$ cat src/uec_consts.svh
// register offsets, field positions, reset values and sizes of the
// endpoint 0 control block; included by the design and the bench
`ifndef UEC_CONSTS_SVH
`define UEC_CONSTS_SVH

// register offsets on the plain register port
`define UEC_ADDR_W 8
`define UEC_OFS_IN_FLAGS 8'h02
`define UEC_OFS_OUT_FLAGS 8'h04
`define UEC_OFS_CM_FLAGS 8'h06
`define UEC_OFS_IN_IE 8'h07
`define UEC_OFS_OUT_IE 8'h09
`define UEC_OFS_CM_IE 8'h0b
`define UEC_OFS_INDEX 8'h0e
`define UEC_OFS_EP0_CSR 8'h11
`define UEC_OFS_EP0_CNT 8'h16
`define UEC_OFS_EP0_FIFO 8'h20

// reset values
`define UEC_RST_IN_IE 4'hf
`define UEC_RST_OUT_IE 3'h7
`define UEC_RST_CM_IE 4'h6

// endpoint 0 control/status field positions
`define UEC_CSR_OUT_READY 0
`define UEC_CSR_IN_READY 1
`define UEC_CSR_SENT_STALL 2
`define UEC_CSR_DATA_END 3
`define UEC_CSR_SETUP_END 4
`define UEC_CSR_SEND_STALL 5
`define UEC_CSR_SERVICED_OUT 6
`define UEC_CSR_SERVICED_SETUP_END 7

// endpoint 0 packet sizes
`define UEC_EP0_MAX 7'h40
`define UEC_SETUP_LEN 7'h08
`define UEC_FIFO_DEPTH 64

`endif

$ cat src/uec_pkg.sv
// types shared by the endpoint 0 control block and its users
// assumes uec_consts.svh is on the include path
package uec_pkg;

	// token kinds handed up by the packet layer
	typedef enum logic [1:0] {
		UEC_PID_SETUP,
		UEC_PID_OUT,
		UEC_PID_IN
	} uec_pid_t;

	// handshake the packet layer is to send
	typedef enum logic [1:0] {
		UEC_HS_ACK,
		UEC_HS_NAK,
		UEC_HS_STALL
	} uec_hs_code_t;

	// endpoint 0 transfer phase
	typedef enum logic [2:0] {
		UEC_M_IDLE,
		UEC_M_TX,
		UEC_M_RX,
		UEC_M_ST_IN,
		UEC_M_ST_OUT
	} uec_mode_t;

	typedef struct packed {
		logic vld;
		uec_pid_t pid;
	} uec_tok_t;

	typedef struct packed {
		logic byte_vld;
		logic [7:0] data;
		logic done;
		logic ok;
		logic data1;
	} uec_rx_t;

	typedef struct packed {
		logic vld;
		uec_hs_code_t code;
	} uec_hs_t;

endpackage : uec_pkg

$ cat src/uec_ep0_ctrl.sv
// endpoint 0 control-transfer engine with interrupt flag and enable registers
// assumes a packet layer that decodes tokens for endpoint 0, checks crc,
// streams data bytes in and out and reports the host's ack; all inputs sync
// Behaviour
// - out endpoint enables bits 1-3, reset 0e
// - unused enable bits read zero, ignore writes
// - common enable: frame, reset, resume, suspend
// - interrupt on complete receive, auto handshake
// - interrupt after sent packet and host ack
// - corrupted packets dropped without any interrupt
// - endpoint 0 interrupt sources listed
// - count register reports received bytes
// - stall on protocol errors or firmware request
// - every stall sets sent flag, interrupts
// - setup not eight bytes is rejected
// - in data interrupts only after sending
// - in token without ready data gets nak
// - first in enters transmit; setup/out ends
// - transmit ends on setup, out, short packet
// - out packet sets ready; firmware services
// - first out enters receive; setup/in ends
// - receive ends on setup, in, short packet
// - out data after data end stalled in receive mode
// - reading a flag register clears it
// - serviced setup end clears setup end
// - out ready cleared only by serviced write
// - count is seven bits, valid with out-ready
`timescale 1ns/1ps
`include "uec_consts.svh"

module uec_ep0_ctrl (
	input wire logic I_CLK_SYS,
	input wire logic I_RESETN,
	input wire logic I_CE,
	input wire logic [7:0] I_ADDR,
	input wire logic [7:0] I_WDATA,
	input wire logic I_WR,
	input wire logic I_RD,
	output logic [7:0] O_RDATA,
	input wire uec_pkg::uec_tok_t I_TOK,
	input wire uec_pkg::uec_rx_t I_RX,
	input wire logic I_HS_ACK,
	input wire logic I_TX_POP,
	input wire logic [3:1] I_IN_EP_EV,
	input wire logic [3:1] I_OUT_EP_EV,
	input wire logic [3:0] I_CM_EV,
	output uec_pkg::uec_hs_t O_HS,
	output logic O_TX_REQ,
	output logic [6:0] O_TX_LEN,
	output logic [7:0] O_TX_BYTE,
	output logic O_IRQ
);

	logic [7:0] buf_mem [0:`UEC_FIFO_DEPTH-1];
	uec_pkg::uec_mode_t mode_r, mode_nxt;
	uec_pkg::uec_pid_t tok_r;
	uec_pkg::uec_hs_t hs_nxt;
	logic out_ready_r, in_ready_r, sent_stall_r, send_stall_r, setup_end_r, data_end_r;
	logic [6:0] count_r, rx_ptr_r, fw_ptr_r, tx_ptr_r, tx_len_r, tx_len_nxt;
	logic rx_take_r, oversize_r, txp_r, txp_nxt, stat_r, stat_nxt, tx_req_nxt;
	logic ev_setup_end, ev_accept, ev_inclr, ev_stall, ev_ep0, ev_declr, go_tx;
	logic [3:0] in_ie_r, cm_ie_r, in_flag_r, cm_flag_r;
	logic [3:1] out_ie_r, out_flag_r;
	logic [1:0] index_r;
	logic csr_sel, csr_wr, fifo_wr, fifo_rd;
	logic [7:0] csr_val;

	// register port decode; csr only reachable with index 0
	assign csr_sel = (I_ADDR == `UEC_OFS_EP0_CSR) && (index_r == 2'h0);
	assign csr_wr = I_WR && csr_sel;
	assign fifo_wr = I_WR && (I_ADDR == `UEC_OFS_EP0_FIFO);
	assign fifo_rd = I_RD && (I_ADDR == `UEC_OFS_EP0_FIFO);
	assign csr_val = {2'h0, send_stall_r, setup_end_r, data_end_r, sent_stall_r, in_ready_r, out_ready_r};

	// protocol decisions for one token, packet end or host ack
	always_comb begin
		mode_nxt = mode_r;
		hs_nxt = '0;
		tx_req_nxt = 1'b0;
		tx_len_nxt = tx_len_r;
		txp_nxt = txp_r;
		stat_nxt = stat_r;
		ev_setup_end = 1'b0;
		ev_accept = 1'b0;
		ev_inclr = 1'b0;
		ev_stall = 1'b0;
		ev_ep0 = 1'b0;
		ev_declr = 1'b0;
		go_tx = 1'b0;
		if (I_TOK.vld) begin
			case (I_TOK.pid)
				uec_pkg::UEC_PID_SETUP: begin
					ev_setup_end = (mode_r == uec_pkg::UEC_M_TX) || (mode_r == uec_pkg::UEC_M_RX);
					mode_nxt = uec_pkg::UEC_M_IDLE;
					ev_declr = 1'b1;
					txp_nxt = 1'b0;
					stat_nxt = 1'b0;
				end
				uec_pkg::UEC_PID_OUT: begin
					if (mode_r == uec_pkg::UEC_M_TX && data_end_r) begin
						mode_nxt = uec_pkg::UEC_M_ST_IN;
					end else if (mode_r == uec_pkg::UEC_M_TX) begin
						ev_setup_end = 1'b1;
						mode_nxt = uec_pkg::UEC_M_RX;
					end else if (mode_r == uec_pkg::UEC_M_IDLE) begin
						mode_nxt = uec_pkg::UEC_M_RX;
					end
				end
				uec_pkg::UEC_PID_IN: begin
					if (send_stall_r) begin
						ev_stall = 1'b1;
					end else if (mode_r == uec_pkg::UEC_M_RX || mode_r == uec_pkg::UEC_M_ST_OUT) begin
						if (data_end_r) begin
							// status stage: zero-length data packet
							tx_req_nxt = 1'b1;
							tx_len_nxt = 7'h00;
							stat_nxt = 1'b1;
							mode_nxt = uec_pkg::UEC_M_ST_OUT;
						end else if (mode_r == uec_pkg::UEC_M_RX) begin
							ev_setup_end = 1'b1;
							go_tx = 1'b1;
						end else begin
							hs_nxt = '{vld: 1'b1, code: uec_pkg::UEC_HS_NAK};
						end
					end else begin
						go_tx = 1'b1;
					end
					if (go_tx) begin
						mode_nxt = uec_pkg::UEC_M_TX;
						if (!in_ready_r && data_end_r && mode_r == uec_pkg::UEC_M_TX) begin
							ev_stall = 1'b1;
						end else if (!in_ready_r) begin
							hs_nxt = '{vld: 1'b1, code: uec_pkg::UEC_HS_NAK};
						end else begin
							tx_req_nxt = 1'b1;
							tx_len_nxt = fw_ptr_r;
							txp_nxt = 1'b1;
						end
					end
				end
				default: begin
					mode_nxt = mode_r;
				end
			endcase
		end else if (I_RX.done && I_RX.ok && tok_r == uec_pkg::UEC_PID_SETUP) begin
			if (rx_ptr_r == `UEC_SETUP_LEN && !oversize_r) begin
				ev_accept = 1'b1;
			end
		end else if (I_RX.done && I_RX.ok && tok_r == uec_pkg::UEC_PID_OUT) begin
			if (send_stall_r) begin
				ev_stall = 1'b1;
			end else if (mode_r == uec_pkg::UEC_M_ST_IN) begin
				if (rx_ptr_r != 7'h00 && I_RX.data1) begin
					ev_stall = 1'b1;
				end else begin
					hs_nxt = '{vld: 1'b1, code: uec_pkg::UEC_HS_ACK};
					ev_ep0 = 1'b1;
					ev_declr = 1'b1;
					mode_nxt = uec_pkg::UEC_M_IDLE;
				end
			end else if (data_end_r && mode_r == uec_pkg::UEC_M_RX) begin
				ev_stall = 1'b1;
			end else if (oversize_r) begin
				ev_stall = 1'b1;
			end else if (out_ready_r) begin
				hs_nxt = '{vld: 1'b1, code: uec_pkg::UEC_HS_NAK};
			end else begin
				ev_accept = 1'b1;
				if (rx_ptr_r < `UEC_EP0_MAX) begin
					mode_nxt = uec_pkg::UEC_M_ST_OUT;
				end
			end
		end else if (I_HS_ACK) begin
			if (stat_r) begin
				ev_ep0 = 1'b1;
				ev_declr = 1'b1;
				stat_nxt = 1'b0;
				mode_nxt = uec_pkg::UEC_M_IDLE;
			end else if (txp_r) begin
				ev_inclr = 1'b1;
				txp_nxt = 1'b0;
				if (tx_len_r < `UEC_EP0_MAX) begin
					mode_nxt = data_end_r ? uec_pkg::UEC_M_ST_IN : uec_pkg::UEC_M_IDLE;
				end
			end
		end
		if (ev_accept) begin
			hs_nxt = '{vld: 1'b1, code: uec_pkg::UEC_HS_ACK};
			ev_inclr = in_ready_r;
		end
		if (ev_stall) begin
			hs_nxt = '{vld: 1'b1, code: uec_pkg::UEC_HS_STALL};
			mode_nxt = uec_pkg::UEC_M_IDLE;
			ev_declr = 1'b1;
			txp_nxt = 1'b0;
			stat_nxt = 1'b0;
		end
	end

	// transfer state and link outputs
	always_ff @(posedge I_CLK_SYS or negedge I_RESETN) begin
		if (!I_RESETN) begin
			mode_r <= uec_pkg::UEC_M_IDLE;
			tok_r <= uec_pkg::UEC_PID_SETUP;
			O_HS <= '0;
			O_TX_REQ <= 1'b0;
			O_TX_LEN <= 7'h00;
			tx_len_r <= 7'h00;
			txp_r <= 1'b0;
			stat_r <= 1'b0;
		end else if (I_CE) begin
			mode_r <= mode_nxt;
			O_HS <= hs_nxt;
			O_TX_REQ <= tx_req_nxt;
			O_TX_LEN <= tx_len_nxt;
			tx_len_r <= tx_len_nxt;
			txp_r <= txp_nxt;
			stat_r <= stat_nxt;
			if (I_TOK.vld) begin
				tok_r <= I_TOK.pid;
			end
		end
	end

	// receive capture; a setup always overwrites, an out only into a free fifo
	always_ff @(posedge I_CLK_SYS or negedge I_RESETN) begin
		if (!I_RESETN) begin
			rx_ptr_r <= 7'h00;
			rx_take_r <= 1'b0;
			oversize_r <= 1'b0;
		end else if (I_CE) begin
			if (I_TOK.vld) begin
				rx_ptr_r <= 7'h00;
				oversize_r <= 1'b0;
				rx_take_r <= (I_TOK.pid == uec_pkg::UEC_PID_SETUP) ||
					(I_TOK.pid == uec_pkg::UEC_PID_OUT && !out_ready_r);
			end else if (I_RX.byte_vld && rx_take_r) begin
				if (rx_ptr_r == `UEC_EP0_MAX) begin
					oversize_r <= 1'b1;
				end else begin
					rx_ptr_r <= rx_ptr_r + 7'h01;
				end
			end
		end
	end

	// shared fifo store; received bytes win over a firmware load
	always_ff @(posedge I_CLK_SYS) begin
		if (I_CE) begin
			if (I_RX.byte_vld && rx_take_r && rx_ptr_r != `UEC_EP0_MAX) begin
				buf_mem[rx_ptr_r[5:0]] <= I_RX.data;
			end else if (fifo_wr) begin
				buf_mem[fw_ptr_r[5:0]] <= I_WDATA;
			end
		end
	end

	// firmware and transmit pointers, byte count
	always_ff @(posedge I_CLK_SYS or negedge I_RESETN) begin
		if (!I_RESETN) begin
			fw_ptr_r <= 7'h00;
			tx_ptr_r <= 7'h00;
			count_r <= 7'h00;
			O_TX_BYTE <= 8'h00;
		end else if (I_CE) begin
			if (ev_accept) begin
				count_r <= rx_ptr_r;
				fw_ptr_r <= 7'h00;
			end else if (ev_inclr || (csr_wr && I_WDATA[`UEC_CSR_SERVICED_OUT])) begin
				fw_ptr_r <= 7'h00;
			end else if ((fifo_wr || fifo_rd) && fw_ptr_r != `UEC_EP0_MAX) begin
				fw_ptr_r <= fw_ptr_r + 7'h01;
			end
			if (tx_req_nxt) begin
				tx_ptr_r <= 7'h00;
			end else if (I_TX_POP) begin
				tx_ptr_r <= tx_ptr_r + 7'h01;
			end
			O_TX_BYTE <= buf_mem[tx_ptr_r[5:0]];
		end
	end

	// endpoint 0 status bits; hardware set wins over a firmware clear
	always_ff @(posedge I_CLK_SYS or negedge I_RESETN) begin
		if (!I_RESETN) begin
			out_ready_r <= 1'b0;
			in_ready_r <= 1'b0;
			sent_stall_r <= 1'b0;
			send_stall_r <= 1'b0;
			setup_end_r <= 1'b0;
			data_end_r <= 1'b0;
		end else if (I_CE) begin
			if (ev_accept) begin
				out_ready_r <= 1'b1;
			end else if (csr_wr && I_WDATA[`UEC_CSR_SERVICED_OUT]) begin
				out_ready_r <= 1'b0;
			end
			if (ev_inclr) begin
				in_ready_r <= 1'b0;
			end else if (csr_wr && I_WDATA[`UEC_CSR_IN_READY]) begin
				in_ready_r <= 1'b1;
			end
			if (ev_stall) begin
				sent_stall_r <= 1'b1;
				send_stall_r <= 1'b0;
			end else if (csr_wr) begin
				sent_stall_r <= sent_stall_r & I_WDATA[`UEC_CSR_SENT_STALL];
				send_stall_r <= I_WDATA[`UEC_CSR_SEND_STALL];
			end
			if (ev_setup_end) begin
				setup_end_r <= 1'b1;
			end else if (csr_wr && I_WDATA[`UEC_CSR_SERVICED_SETUP_END]) begin
				setup_end_r <= 1'b0;
			end
			// firmware write wins so a late data end is not lost
			if (csr_wr && I_WDATA[`UEC_CSR_DATA_END]) begin
				data_end_r <= 1'b1;
			end else if (ev_declr) begin
				data_end_r <= 1'b0;
			end
		end
	end

	// enable registers and index
	always_ff @(posedge I_CLK_SYS or negedge I_RESETN) begin
		if (!I_RESETN) begin
			in_ie_r <= `UEC_RST_IN_IE;
			out_ie_r <= `UEC_RST_OUT_IE;
			cm_ie_r <= `UEC_RST_CM_IE;
			index_r <= 2'h0;
		end else if (I_CE && I_WR) begin
			case (I_ADDR)
				`UEC_OFS_IN_IE: in_ie_r <= I_WDATA[3:0];
				`UEC_OFS_OUT_IE: out_ie_r <= I_WDATA[3:1];
				`UEC_OFS_CM_IE: cm_ie_r <= I_WDATA[3:0];
				`UEC_OFS_INDEX: index_r <= I_WDATA[1:0];
				default: index_r <= index_r;
			endcase
		end
	end

	// flag registers; a read clears them, a same-cycle event survives
	always_ff @(posedge I_CLK_SYS or negedge I_RESETN) begin
		if (!I_RESETN) begin
			in_flag_r <= 4'h0;
			out_flag_r <= 3'h0;
			cm_flag_r <= 4'h0;
		end else if (I_CE) begin
			in_flag_r <= ((I_RD && I_ADDR == `UEC_OFS_IN_FLAGS) ? 4'h0 : in_flag_r) |
				{I_IN_EP_EV, ev_ep0 | ev_accept | ev_inclr | ev_stall | ev_setup_end};
			out_flag_r <= ((I_RD && I_ADDR == `UEC_OFS_OUT_FLAGS) ? 3'h0 : out_flag_r) | I_OUT_EP_EV;
			cm_flag_r <= ((I_RD && I_ADDR == `UEC_OFS_CM_FLAGS) ? 4'h0 : cm_flag_r) | I_CM_EV;
		end
	end

	// read data one cycle after the strobe; unmapped reads give zero
	always_ff @(posedge I_CLK_SYS or negedge I_RESETN) begin
		if (!I_RESETN) begin
			O_RDATA <= 8'h00;
		end else if (I_CE) begin
			O_RDATA <= 8'h00;
			if (I_RD) begin
				case (I_ADDR)
					`UEC_OFS_IN_FLAGS: O_RDATA <= {4'h0, in_flag_r};
					`UEC_OFS_OUT_FLAGS: O_RDATA <= {4'h0, out_flag_r, 1'b0};
					`UEC_OFS_CM_FLAGS: O_RDATA <= {4'h0, cm_flag_r};
					`UEC_OFS_IN_IE: O_RDATA <= {4'h0, in_ie_r};
					`UEC_OFS_OUT_IE: O_RDATA <= {4'h0, out_ie_r, 1'b0};
					`UEC_OFS_CM_IE: O_RDATA <= {4'h0, cm_ie_r};
					`UEC_OFS_INDEX: O_RDATA <= {6'h00, index_r};
					`UEC_OFS_EP0_CSR: O_RDATA <= csr_sel ? csr_val : 8'h00;
					`UEC_OFS_EP0_CNT: O_RDATA <= {1'b0, count_r};
					`UEC_OFS_EP0_FIFO: O_RDATA <= buf_mem[fw_ptr_r[5:0]];
					default: O_RDATA <= 8'h00;
				endcase
			end
		end
	end

	always_ff @(posedge I_CLK_SYS or negedge I_RESETN) begin
		if (!I_RESETN) begin
			O_IRQ <= 1'b0;
		end else if (I_CE) begin
			O_IRQ <= |{in_flag_r & in_ie_r, out_flag_r & out_ie_r, cm_flag_r & cm_ie_r};
		end
	end

	// checks on the design's own outputs and state
	a_outie_read: assert property (@(posedge I_CLK_SYS) disable iff (!I_RESETN)
		I_CE && I_RD && I_ADDR == `UEC_OFS_OUT_IE |=> O_RDATA == {4'h0, out_ie_r, 1'b0})
		else $error("out enable readback wrong");
	a_upper_zero: assert property (@(posedge I_CLK_SYS) disable iff (!I_RESETN)
		I_CE && I_RD && (I_ADDR == `UEC_OFS_CM_IE || I_ADDR == `UEC_OFS_OUT_IE) |=> O_RDATA[7:4] == 4'h0)
		else $error("unused enable bits not zero");
	a_nak_empty: assert property (@(posedge I_CLK_SYS) disable iff (!I_RESETN)
		O_HS.vld && O_HS.code == uec_pkg::UEC_HS_NAK && $past(I_TOK.vld) |-> $past(!in_ready_r))
		else $error("nak given with packet ready");
	a_stall_flag: assert property (@(posedge I_CLK_SYS) disable iff (!I_RESETN)
		I_CE && ev_stall |=> sent_stall_r && in_flag_r[0] && !send_stall_r)
		else $error("stall without sent flag");
	a_bad_quiet: assert property (@(posedge I_CLK_SYS) disable iff (!I_RESETN)
		I_CE && I_RX.done && !I_RX.ok && !I_TOK.vld && !I_HS_ACK |=> !O_HS.vld)
		else $error("handshake for bad packet");
	a_setup_len: assert property (@(posedge I_CLK_SYS) disable iff (!I_RESETN)
		I_CE && I_RX.done && tok_r == uec_pkg::UEC_PID_SETUP && rx_ptr_r != `UEC_SETUP_LEN && !I_TOK.vld
		|=> !O_HS.vld)
		else $error("odd setup length accepted");
	a_setup_end_clear: assert property (@(posedge I_CLK_SYS) disable iff (!I_RESETN)
		I_CE && csr_wr && I_WDATA[`UEC_CSR_SERVICED_SETUP_END] && !ev_setup_end |=> !setup_end_r)
		else $error("setup end not cleared");
	a_outrdy_hold: assert property (@(posedge I_CLK_SYS) disable iff (!I_RESETN)
		out_ready_r && !(I_CE && csr_wr && I_WDATA[`UEC_CSR_SERVICED_OUT]) |=> out_ready_r)
		else $error("out ready lost");
	a_count_len: assert property (@(posedge I_CLK_SYS) disable iff (!I_RESETN)
		I_CE && ev_accept |=> count_r == $past(rx_ptr_r) && out_ready_r)
		else $error("count not loaded");
	a_flag_rdclr: assert property (@(posedge I_CLK_SYS) disable iff (!I_RESETN)
		I_CE && I_RD && I_ADDR == `UEC_OFS_CM_FLAGS && I_CM_EV == 4'h0 |=> cm_flag_r == 4'h0)
		else $error("flags survive read");
	a_irq_follow: assert property (@(posedge I_CLK_SYS) disable iff (!I_RESETN)
		I_CE && (|(cm_flag_r & cm_ie_r)) |=> O_IRQ)
		else $error("enabled flag without irq");
	c_setup_ack: cover property (@(posedge I_CLK_SYS) disable iff (!I_RESETN)
		ev_accept && tok_r == uec_pkg::UEC_PID_SETUP);
	c_in_sent: cover property (@(posedge I_CLK_SYS) disable iff (!I_RESETN) O_TX_REQ ##[1:200] I_HS_ACK);
	c_stall: cover property (@(posedge I_CLK_SYS) disable iff (!I_RESETN) ev_stall && data_end_r);

endmodule : uec_ep0_ctrl

$ cat config.mk
export PLATFORM = sky130hd
export DESIGN_NAME = uec_ep0_ctrl
export DESIGN_NICKNAME = d
export VERILOG_FILES = /design/src/uec_pkg.sv /design/src/uec_ep0_ctrl.sv
export VERILOG_INCLUDE_DIRS = /design/src
export SDC_FILE = /design/constraint.sdc
export NUM_CORES = 1
export LEC_CHECK = 0
export BUFFER_PORTS_ARGS = -buffer_cell sky130_fd_sc_hd__buf_2
export CAP_MARGIN = 20
export CORE_ASPECT_RATIO = 1.2
export CORE_MARGIN = 1.5
export CORE_UTILIZATION = 27
export DETAILED_ROUTE_END_ITERATION = 8
export PLACE_DENSITY = 0.39
export SYNTH_ARGS = -nofsm -noshare
export SYNTH_HDL_FRONTEND = slang
export SYNTH_SLANG_ARGS = --single-unit
$ cat constraint.sdc
create_clock -name I_CLK_SYS -period 7.1 [get_ports I_CLK_SYS]
set_input_delay 0.71 -clock I_CLK_SYS [delete_from_list [all_inputs] [get_ports I_CLK_SYS]]
set_output_delay 0.71 -clock I_CLK_SYS [all_outputs]
set_load 0.05 [all_outputs]
; Yosys cells after proc, flatten, opt, wreduce, memory -nomap -nowiden
; Memory sizes are Yosys's and may differ from the RTL's. A register that Yosys moved wholly into a read port is not among the register bits.
; Cells that the tools add are included.
[classes]
muxes = 166
bitwise_logic = 11
n_eq_ne = 43
n_reduce_logical = 73
addsub = 3
magnitude_cmp = 2
[op_table]
columns = operator, count
row1 = 3-bit 2-to-1 mux, 42
row2 = 1-bit 2-to-1 mux, 98
row3 = 7-bit 2-to-1 mux, 14
row4 = 8-bit one-hot mux with 10 select lines, 1
row5 = 4-bit inequality test (second input constant), 7
row6 = 2-bit AND reduction, 13
row7 = 1-bit logical AND, 25
row8 = 5-bit inequality test (second input constant), 5
row9 = 8-bit by 3-bit == test with 1-bit output (second input constant), 3
row10 = 8-bit by 4-bit == test with 1-bit output (second input constant), 3
row11 = 7-bit by 1-bit adder with 7-bit output (second input constant), 3
row12 = 8-bit by 5-bit == test with 1-bit output (second input constant), 2
row13 = 8-bit 2-to-1 mux, 2
row14 = 16-bit AND reduction, 1
row15 = 2-bit nonzero test, 8
row16 = 7-bit < comparator (second input constant), 2
row17 = 7-bit inequality test (second input constant), 2
row18 = 6-bit 2-to-1 mux, 2
row19 = 11-bit OR reduction, 1
row20 = 5-bit by 4-bit inequality test with 1-bit output (second input constant), 2
row21 = 5-bit nonzero test, 2
row22 = 3-bit one-hot mux with 3 select lines, 1
row23 = 3-bit AND reduction, 3
row24 = 9-bit AND reduction, 1
row25 = other kinds (35), 55
[totals]
elab_cells = 328
out_inout_bits = 28
register_bits = 87
ram_bits = 512
input_bits = 48
memories = 1
[memory_table]
columns = memory, depth, width, rd, rd_clocked_by_memory_dff, write_ports, line_no
row1 = buf_mem, 64, 8, 2, 1, 1, uec_ep0_ctrl.sv:54  ; logic [7:0] buf_mem [0:`UEC_FIFO_DEPTH-1];

; Depth between registers and ports, before layout
; Gate-level depths: netlist of run 1.
[depth]
depth_word = 13
ltp_mapped = 13
depth_no_buf = 8

; Least setup slack after synthesis of run 1
; Ideal clock, no wire load.
[synth_path]
path_type = in2reg
from = input I_ADDR[1]
to = memory buf_mem[0][0], data pin
setup_time_ns = 0.356
cell_stages = 8
path_buffers = 3
required_time_ns = 6.744
arrival_ns = 2.911
path_slack_ns = 3.833
path_cell_list = buf_2 nor4_2 nand3_1 nor3_2 buf_2 buf_2 nand2_1 nand2_1
[synth_via]
elab_chain_cells = 8
[synth_lines]
columns = element, line_no
row1 = "start, declared", uec_ep0_ctrl.sv:35  ; input wire logic [7:0] I_ADDR,
row2 = 8-bit by 6-bit == test with 1-bit output, n/a
row3 = 1-bit logical AND, uec_ep0_ctrl.sv:71  ; assign fifo_wr = I_WR && (I_ADDR == `UEC_OFS_EP0_FIFO);
row4 = 1-bit 2-to-1 mux, uec_ep0_ctrl.sv:252  ; end else if (fifo_wr) begin
row5 = 1-bit 2-to-1 mux, uec_ep0_ctrl.sv:250  ; if (I_RX.byte_vld && rx_take_r && rx_ptr_r != `UEC_EP0_MAX) begin
row6 = 1-bit 2-to-1 mux, uec_ep0_ctrl.sv:249  ; if (I_CE) begin
row7 = 1-bit 2-to-1 mux (implied by the code), uec_ep0_ctrl.sv:253  ; buf_mem[fw_ptr_r[5:0]] <= I_WDATA;
row8 = 8-bit OR reduction (no source line), n/a
row9 = 8-bit 2-to-1 mux (no source line), n/a
row10 = "end, declared", uec_ep0_ctrl.sv:54
; Every way passes these cells.

; Worst setup path in the final report of run 1
[layout_path]
from = register fw_ptr_r[0]
to = register O_RDATA[4]
[layout_via]
elab_chain_cells = 3
[layout_lines]
columns = element, line_no
row1 = "start, declared", uec_ep0_ctrl.sv:59  ; logic [6:0] count_r, rx_ptr_r, fw_ptr_r, tx_ptr_r, tx_len_r, tx_len_nxt;
row2 = "start signal, assigned", uec_ep0_ctrl.sv:272  ; fw_ptr_r <= fw_ptr_r + 7'h01;
row3 = memory read 64 x 8 bit, n/a
row4 = 8-bit one-hot mux with 10 select lines, uec_ep0_ctrl.sv:363  ; case (I_ADDR)
row5 = 8-bit 2-to-1 mux, uec_ep0_ctrl.sv:362  ; if (I_RD) begin
row6 = "end signal, assigned", uec_ep0_ctrl.sv:364  ; `UEC_OFS_IN_FLAGS: O_RDATA <= {4'h0, in_flag_r};
row7 = "end signal, assigned", uec_ep0_ctrl.sv:365  ; `UEC_OFS_OUT_FLAGS: O_RDATA <= {4'h0, out_flag_r, 1'b0};
row8 = "end signal, assigned", uec_ep0_ctrl.sv:366  ; `UEC_OFS_CM_FLAGS: O_RDATA <= {4'h0, cm_flag_r};
row9 = "end, declared", uec_ep0_ctrl.sv:39  ; output logic [7:0] O_RDATA,
; Every way passes these cells.
; A chain may end at the register's enable or synchronous reset.

==> impl_metrics.json, run 1 <==
{
  "slew_headroom": 0.2547,
  "wire_per_inst_um": 31.26,
  "antenna_left": 0,
  "htree_levels": 3,
  "ys_seq_area_frac": 0.6030,
  "max_freq_mhz": 245.2,
  "synth-seq-cells": 606,
  "p_per_area_mw_per_mm2": 335.3,
  "io_pins": 76,
  "cts-root-buf": "clkbuf_16",
  "synthesis.area_sq_mm": 0.02942,
  "hold_violations": 0,
  "clock_power_share": 0.328,
  "ctsHoldBuffers": 0,
  "via_count": 17720,
  "cts_num_sinks": 606,
  "filler_cell_count": 10570,
  "drive_above_1_share": 0.3103,
  "design_power_total_mw": 11.30,
  "dp_hpwl_um": 69950,
  "cts_tree": "done",
  "finalNonFillerCells": 3286,
  "swShare": 0.3384,
  "path_buf_inv": 1,
  "drv_cap": 0,
  "cts_resized": 0,
  "ys.flop_type": "edfxtp_1",
  "initial_core_util": 0.2724,
  "viasPerCell": 5.393,
  "rrSetupSlack_ns": 3.02,
  "antenna_found_initial": 1,
  "path_class": "reg2reg",
  "final_nets": 1880,
  "drt-initial-drc-count": 1791,
  "cts_buffer_depth": 3,
  "synth_edf_count": 512,
  "postSynthNetCount": 1817,
  "gp_congestion": 0.8441,
  "drcViolationCount": 0,
  "n_antenna_cell": 0,
  "worstPathRequired_ns": 7.63,
  "port_buffers": 75,
  "power_switching_mw": 3.825,
  "r2r_start": "fw_ptr_r[0]",
  "tns_ns": 0,
  "status": "complete, no violations",
  "period_minus_slack_ns": 4.079,
  "syn_to_final_growth_pct": 14.61,
  "synth.top_cell.area_share": 0.5226,
  "cp_data_arrival_time_ns": 4.60,
  "p_leak_nw": 10.84,
  "grt_setup_unrepaired": "no",
  "final_cell_mix": "edfxtp_1, mux4_2, nor2_1",
  "die-area_sq_mm": 0.1110,
  "intPower_mw": 7.479,
  "worst_path_dominant_cell_family": "flip-flops",
  "max_stage_delay_ns": 0.94,
  "syn_area_per_cell_sq_um": 16.72,
  "place_inst": 3156,
  "async_flop_share": 0.1551,
  "post_cts_buffers": 0,
  "crit_fanout": 36,
  "slew_viol_final": 0,
  "grt_usage": 0.1857,
  "endpoint_kind": "flip-flop",
  "yosys_warnings": 0,
  "syn_inst": 1759,
  "worstSkewPairLatency_ns": 0.64,
  "finClkSkew_ns": 0.02657,
  "die_y_um": 364.6,
  "r2r_cells": 7,
  "crit_chain": "buf_4, mux4_2, a22oi_1, a21oi_1, nor4_1, o22a_1, o2bb2ai_1",
  "routed_wl_um": 102700,
  "cts_buffers": 71,
  "gr-total-overflow": 0,
  "die_x_um": 304.3,
  "finalCritPeriodShare": 0.5745,
  "grt_max_degree": 72,
  "worstHoldPathType": "in2async",
  "start_kind": "flip-flop",
  "ys_types": 75,
  "sequentialPowerShare": 0.377,
  "grt_first_pass_wirelength_um": 146000,
  "rr_endpoint": "O_RDATA[4]",
  "critPathSlowestCell": "dfrtp_4",
  "setup_viol": 0,
  "combPwrFrac": 0.295,
  "dr.pass1.iters": 6,
  "row_count": 132,
  "tightest_slew_ns": 1.108,
  "clkTransAtPathRegs_ns": 0.06,
  "vdd_drop_max_mv": 0.1669,
  "final_area_sq_mm": 0.03372,
  "holdWs_ns": 0.06298,
  "synth_area_leader_cell": "edfxtp_1",
  "core-area_sq_mm": 0.1080,
  "dpl_cell_area_sq_mm": 0.03140,
  "final_common_cell": "edfxtp_1",
  "netlist_top_cells_area": "edfxtp_1, mux4_2, dfrtp_1",
  "first_global_vias": 18390
}
==> area by class of cell <==
class / instances / area [sq um] / area share
timing repair buffer: 117 / 739.5 / 0.02193
tap: 1407 / 1760 / 0.05221
sequential: 606 / 17760 / 0.5266
clock buffer: 84 / 1836 / 0.05444
clock inverter: 46 / 479.2 / 0.01421
inverter: 20 / 75.07 / 0.002227
multi-input combinational: 1006 / 11070 / 0.3283
==> synthesized netlist by cell type (4+ instances only) <==
cell / instances
o21ai_0: 37
nand3_1: 23
a21oi_1: 50
nand3b_1: 5
a22o_1: 23
nor3b_1: 14
o211ai_1: 6
buf_2: 33
nand2_1: 100
a31oi_1: 15
nand4_1: 12
and3_1: 18
o221ai_1: 4
mux4_2: 279
a211oi_1: 5
a221oi_1: 16
nor4_1: 10
o21a_1: 9
xor2_1: 9
edfxtp_1: 512
or2_2: 4
dfrtp_1: 85
clkbuf_1: 66
buf_6: 5
nor3_1: 22
dfstp_2: 9
a22oi_1: 37
nand2b_1: 9
or3_1: 6
ha_1: 10
inv_1: 19
mux2_4: 7
buf_1: 11
and2_1: 6
o21ai_1: 6
mux2i_1: 50
nor2b_1: 11
nor2_1: 108
buf_4: 12
a222oi_1: 7
mux2_2: 29
o31ai_1: 5
==> cell families (layout without fill, tap and decap cells) <==
family	after synthesis	in the layout	synth area share
AOI/OAI and AO/OA	254	254	0.06035
xor gates and xnor gates	12	12	0.003573
adders and majority gates	10	10	0.004253
buffers and inverters	147	267	0.02297
DFF	606	606	0.6030
muxes	365	365	0.2453
and+or+nand+nor	365	365	0.06061
==> power groups by stage <==
stage / Clock (mW) / Sequential [mW] / Combinational [mW]
floorplan: 0 / 4.13 / 2.25
global placement: 0 / 4.34 / 3.41
detailed placement: 0 / 4.34 / 3.40
CTS: 3.80 / 4.26 / 3.40
global route: 3.92 / 4.28 / 3.49
finish: 3.71 / 4.26 / 3.33
==> per-stage QoR <==
step / util / setup WS (ns)
floorplan: - / 3.833
global placement: 0.2905 / 2.474
detailed placement: 0.2907 / 2.738
CTS: 0.3122 / 3.115
global route: 0.3122 / 2.933
finish: 0.3122 / 3.021
==> state kept, by name, indices dropped and copies added, names as in the netlist, 3 cells and up <==
register / cells
mode_r: 3
cm_flag_r: 4
fw_ptr_r: 7
tx_len_r: 7
tx_ptr_r: 6
O_RDATA: 8
in_flag_r: 4
O_TX_BYTE: 8
in_ie_r: 4
out_ie_r: 3
cm_ie_r: 4
buf_mem: 512
rx_ptr_r: 7
out_flag_r: 3
O_HS: 3
count_r: 7
==> metal layers <==
layer	up-vias	track usage	wire length, um
met5	-	0	13
met3	135	0.02888	5466
met4	2	0.05804	2839
li1	7434	-	-
met2	604	0.3292	52440
met1	9546	0.2325	41960
==> how the worst max path moves through the flow <==
stage / start / to / slack (ns) / cells past startpoint
3_3_place_gp: I_ADDR[0] / buf_mem[9][5] / 2.47 / 7
2_1_floorplan: I_ADDR[1] / buf_mem[0][0] / 3.83 / 8
5_1_grt: fw_ptr_r[0] / O_RDATA[5] / 2.93 / 7
6_report: fw_ptr_r[0] / O_RDATA[4] / 3.02 / 7
3_5_place_dp: I_ADDR[0] / buf_mem[50][7] / 2.74 / 7
4_1_cts: fw_ptr_r[0] / O_RDATA[4] / 3.12 / 7
Power figures use the tool's default switching activity.
==> inputs of run 2 (changes only) <==
==> constraint.sdc (replaced) <==
create_clock -name I_CLK_SYS -period 4.1 [get_ports I_CLK_SYS]
set_input_delay 0.41 -clock I_CLK_SYS [delete_from_list [all_inputs] [get_ports I_CLK_SYS]]
set_output_delay 0.41 -clock I_CLK_SYS [all_outputs]
set_load 0.05 [all_outputs]
==> run 2 against run 1 <==
Net effect:
- combinational power rose by 77%
- die area did not move
- cell area rose by 2.8%
- power rose by 74%
- wire length fell by 2.0%
- largest power group unchanged
- highest routed layer unchanged
==> impl_metrics.json, run 2 (synthesis results as in run 1) <==
{
  "status": "complete, no violations",
  "tightest_slew_ns": 1.075,
  "cts_buffer_depth": 3,
  "port_buffers": 75,
  "combPwrFrac": 0.300,
  "post_cts_buffers": 0,
  "drv_cap": 0,
  "final_nets": 1990,
  "final_area_sq_mm": 0.03465,
  "cts_tree": "done",
  "finClkSkew_ns": 0.02777,
  "core-area_sq_mm": 0.1080,
  "slew_headroom": 0.2832,
  "antenna_left": 0,
  "path_class": "reg2reg",
  "critPathSlowestCell": "dfrtp_4",
  "crit_chain": "buf_4, mux4_2, a22o_1, a221oi_1, o21ai_0, nand4_1, o221ai_1",
  "filler_cell_count": 10510,
  "drt-initial-drc-count": 1604,
  "dpl_cell_area_sq_mm": 0.03219,
  "sequentialPowerShare": 0.376,
  "first_global_vias": 18940,
  "period_minus_slack_ns": 3.701,
  "drive_above_1_share": 0.3414,
  "viasPerCell": 5.266,
  "die-area_sq_mm": 0.1110,
  "cp_data_arrival_time_ns": 4.19,
  "final_common_cell": "edfxtp_1",
  "grt_setup_unrepaired": "no",
  "cts_buffers": 73,
  "grt_first_pass_wirelength_um": 143300,
  "worstHoldPathType": "in2reg",
  "finalCritPeriodShare": 0.9028,
  "tns_ns": 0,
  "gr-total-overflow": 0,
  "max_freq_mhz": 270.2,
  "die_x_um": 304.3,
  "grt_max_degree": 65,
  "p_leak_nw": 11.43,
  "dr.pass1.iters": 7,
  "start_kind": "flip-flop",
  "hold_violations": 0,
  "final_cell_mix": "edfxtp_1, mux4_2, buf_4",
  "drcViolationCount": 0,
  "max_stage_delay_ns": 0.80,
  "row_count": 132,
  "largest_register_ffs": 512,
  "worstPathRequired_ns": 4.59,
  "routed_wl_um": 100700,
  "dp_hpwl_um": 70690,
  "clock_power_share": 0.324,
  "wire_per_inst_um": 29.60,
  "intPower_mw": 13.14,
  "slew_viol_final": 0,
  "grt_usage": 0.1818,
  "cts_resized": 0,
  "gp_congestion": 0.8747,
  "syn_to_final_growth_pct": 17.80,
  "crit_fanout": 23,
  "ctsHoldBuffers": 11,
  "via_count": 17910,
  "vdd_drop_max_mv": 0.3199,
  "die_y_um": 364.6,
  "cts-root-buf": "clkbuf_16",
  "htree_levels": 3,
  "antenna_found_initial": 2,
  "worstSkewPairLatency_ns": 0.64,
  "swShare": 0.3321,
  "clkTransAtPathRegs_ns": 0.06,
  "endpoint_kind": "flip-flop",
  "io_pins": 76,
  "power_switching_mw": 6.534,
  "setup_viol": 0,
  "initial_core_util": 0.2724,
  "cts_num_sinks": 606,
  "p_per_area_mw_per_mm2": 567.7
}
[run 2: cell count changes in the layout (fill, tap and decap cells not counted), moves of 3 or more]
cell	before	now
nand2_2	5	8
buf_4	38	127
nand2_4	3	0
clkbuf_1	12	18
dlygate4sd3_1	0	11
clkinv_1	12	8
buf_12	4	12
[run 2: through the flow]
step	power, mW	setup slack [ns]	std cells	hold WS, ns	utilization
2_1_floorplan	11.05	1.133	1759	0.1144	-
3_3_place_gp	13.46	0.4613	3252	0.4859	0.2980
3_5_place_dp	13.46	0.3692	3252	0.4697	0.2980
4_1_cts	19.93	0.5174	3398	0.04352	0.3207
5_1_grt	20.39	0.4006	3399	0.09975	0.3208
6_report	19.67	0.3986	3401	0.09323	0.3208
[run 2: final timing paths]
| kind | from | end | slack (ns) | cells past startpoint |
|---|---|---|---|---|
| max | fw_ptr_r[0] | O_RDATA[6] | 0.40 | 7 |
| min reg2reg | O_RDATA[3] | O_RDATA[3] | 0.49 | 1 |
| min in group asynchronous | I_RESETN | mode_r[1] | 0.40 | 2 |
| max reg2reg | fw_ptr_r[0] | O_RDATA[6] | 0.40 | 7 |
| min | I_TX_POP | tx_ptr_r[0] | 0.09 | 3 |
| max in group asynchronous | I_RESETN | tx_ptr_r[0] | 2.56 | 3 |
[run 2: area by class of cell]
type                            count  area, sq um  area share
Tap cell                         1407         1760     0.05080
Timing Repair Buffer              225         1685     0.04864
Clock buffer                       93         1922     0.05546
Clock inverter                     42        412.9     0.01192
Sequential cell                   606        17760      0.5124
Multi-Input combinational cell   1006        11040      0.3185
Inverter                           20        75.07    0.002166
Antenna cell                        2        5.005   0.0001444
[run 2: layer usage]
metal | global-route usage | vias to the layer above | wire (um)
met2 | 0.3074 | 600 | 49130
met4 | 0.08510 | 4 | 4611
met1 | 0.2267 | 9490 | 41130
met3 | 0.03230 | 155 | 5756
met5 | 0 | - | 34
li1 | - | 7660 | -
[run 2: critical path: cells and delay by family (launching register included)]
kind	cells	cell delay, ns
simple gates	1	0.24
buf+inv	1	0.40
mux	1	0.55
compound gates	4	1.54
flops	1	0.80
[run 2: power by group through the flow]
stage                     registers [mW]  logic, mW  clock network, mW
after floorplan                     7.16       3.90                  0
after global placement              7.51       5.95                  0
after detailed placement            7.50       5.96                  0
after CTS                           7.38       5.98               6.57
after global routing                7.41       6.19               6.80
final                               7.39       5.91               6.38
==> inputs of run 3 (changes only) <==
--- a/config.mk
+++ b/config.mk
@@ -12,7 +12,6 @@
 export CORE_MARGIN = 1.5
 export CORE_UTILIZATION = 27
 export DETAILED_ROUTE_END_ITERATION = 8
-export PLACE_DENSITY = 0.39
 export SYNTH_ARGS = -nofsm -noshare
 export SYNTH_HDL_FRONTEND = slang
 export SYNTH_SLANG_ARGS = --single-unit
==> run 3 against run 2 <==
Net effect:
- clock-buffer cell count is 22 lower
- non-clock buffer count is 65 lower
- register-to-register slack worse by 0.12 ns
- utilization is 0.77 points lower
- sequential share of layout area is 1.3 points higher
- wire length is 13% lower
- clock skew is 0.011 ns higher
- global-route usage is 2.5 points lower
- worst setup slack worse by 0.12 ns
==> impl_metrics.json, run 3 (synthesis results as in run 1) <==
{
  "final_common_cell": "edfxtp_1",
  "tns_ns": 0,
  "htree_levels": 2,
  "cts_buffers": 61,
  "finalCritPeriodShare": 0.9331,
  "row_count": 132,
  "vdd_drop_max_mv": 0.3571,
  "routed_wl_um": 87750,
  "filler_cell_count": 10390,
  "drcViolationCount": 0,
  "antenna_found_initial": 4,
  "path_class": "reg2reg",
  "worstSkewPairLatency_ns": 0.66,
  "final_nets": 1913,
  "tightest_slew_ns": 1.182,
  "antenna_left": 0,
  "fin_ws_ns": 0.2742,
  "holdWs_ns": 0.01363,
  "crit_fanout": 20,
  "grt_setup_unrepaired": "no",
  "grt_first_pass_wirelength_um": 128300,
  "cp_data_arrival_time_ns": 4.10,
  "port_buffers": 75,
  "finClkSkew_ns": 0.03899,
  "setup_viol": 0,
  "clkTransAtPathRegs_ns": 0.07,
  "p_per_area_mw_per_mm2": 552.2,
  "grt_max_degree": 66,
  "core-area_sq_mm": 0.1080,
  "largest_register_ffs": 512,
  "grt_use_met3": 0.02917,
  "busiest_layer": "met2",
  "place_inst": 3188,
  "multi_input_area_sq_mm": 0.01103,
  "dpl_cell_area_sq_mm": 0.03168,
  "max_freq_mhz": 261.4,
  "drt-initial-drc-count": 2185,
  "place_ws_ns": 0.2229,
  "gp_congestion": 1.009,
  "final_area_sq_mm": 0.03382,
  "n_antenna_cell": 0,
  "status": "complete, no violations",
  "cts_buffer_depth": 3,
  "cts-root-buf": "clkbuf_16",
  "die_x_um": 304.3,
  "slew_headroom": 0.1916,
  "first_global_vias": 18540,
  "finalNonFillerCells": 3313,
  "grt_use_met1": 0.1873,
  "post_cts_buffers": 0,
  "drv_cap": 0,
  "worstPathRequired_ns": 4.37,
  "final_cell_mix": "edfxtp_1, mux4_2, nor2_1",
  "die-area_sq_mm": 0.1110,
  "grt_util_met2": 0.2711,
  "start_kind": "flip-flop",
  "period_minus_slack_ns": 3.826,
  "worstHoldPathType": "in2reg",
  "gr-total-overflow": 0,
  "dp_hpwl_um": 61140,
  "syn_to_final_growth_pct": 14.97,
  "viasPerCell": 5.455,
  "via_count": 18070,
  "slew_viol_final": 0,
  "cts_num_sinks": 606,
  "wire_per_inst_um": 26.49,
  "grt_usage": 0.1564,
  "die_y_um": 364.6,
  "endpoint_kind": "flip-flop",
  "io_pins": 76,
  "seq_area_sq_mm": 0.01776,
  "hold_violations": 0,
  "initial_core_util": 0.2724,
  "drive_above_1_share": 0.3169,
  "p_leak_nw": 10.95,
  "cts_tree": "done",
  "dr.pass1.iters": 8
}
[run 3: worst paths after layout]
path                            cells past startpoint             end           start  slack [ns]
worst max-delay path                                9  buf_mem[12][1]     rx_ptr_r[1]        0.27
worst min-delay path                                2   out_flag_r[2]  I_OUT_EP_EV[2]        0.01
worst max register to register                      9  buf_mem[12][1]     rx_ptr_r[1]        0.27
worst min register to register                      1      O_RDATA[4]      O_RDATA[4]        0.49
max in group asynchronous                           3      cm_ie_r[1]        I_RESETN        2.68
min in group asynchronous                           2    O_TX_BYTE[6]        I_RESETN        0.46
[run 3: area by class of cell]
| type | instances | area share |
|---|---|---|
| Clock inverter | 43 | 0.01395 |
| Timing Repair Buffer | 160 | 0.03444 |
| Multi-Input combinational cell | 1006 | 0.3261 |
| Sequential cell | 606 | 0.5250 |
| Inverter | 20 | 0.002220 |
| Tap cell | 1407 | 0.05205 |
| Clock buffer | 71 | 0.04624 |
[run 3: repair_timing]
action                     CTS  global route
hold endpoints to repair    71             0
setup endpoints to repair    0             0
gates resized for setup      0             0
hold buffers                 8             0
[run 3: where the power goes]
group	switching (mW)	leakage (nW)	internal [mW]
Clock	2.49	0.995	3.22
Sequential	0.557	5.76	6.81
Combinational	3.05	4.20	2.55
Total	6.10	11.0	12.6
[run 3: metrics by stage]
stage,power (mW),utilization
after floorplan,11.05,-
after CTS,18.71,0.3129
after global routing,19.21,0.3131
final,18.68,0.3131
after global placement,12.94,0.2933
after detailed placement,13.02,0.2933
[run 3: per-layer routing]
layer / vias up / wire length, um
met2: 988 / 43680
met3: 217 / 7187
li1: 7501 / -
met4: 2 / 4656
met5: - / 8
met1: 9366 / 32220
[run 3: worst max-delay path, stage by stage, from the launching register on]
cell	delay, ns
dfrtp_1	0.55
inv_1	0.19
ha_1	0.27
a31oi_1	0.47
nor3_4	0.22
buf_4	0.22
nor3_1	0.41
a31oi_1	0.23
buf_4	0.28
nor2_1	0.60
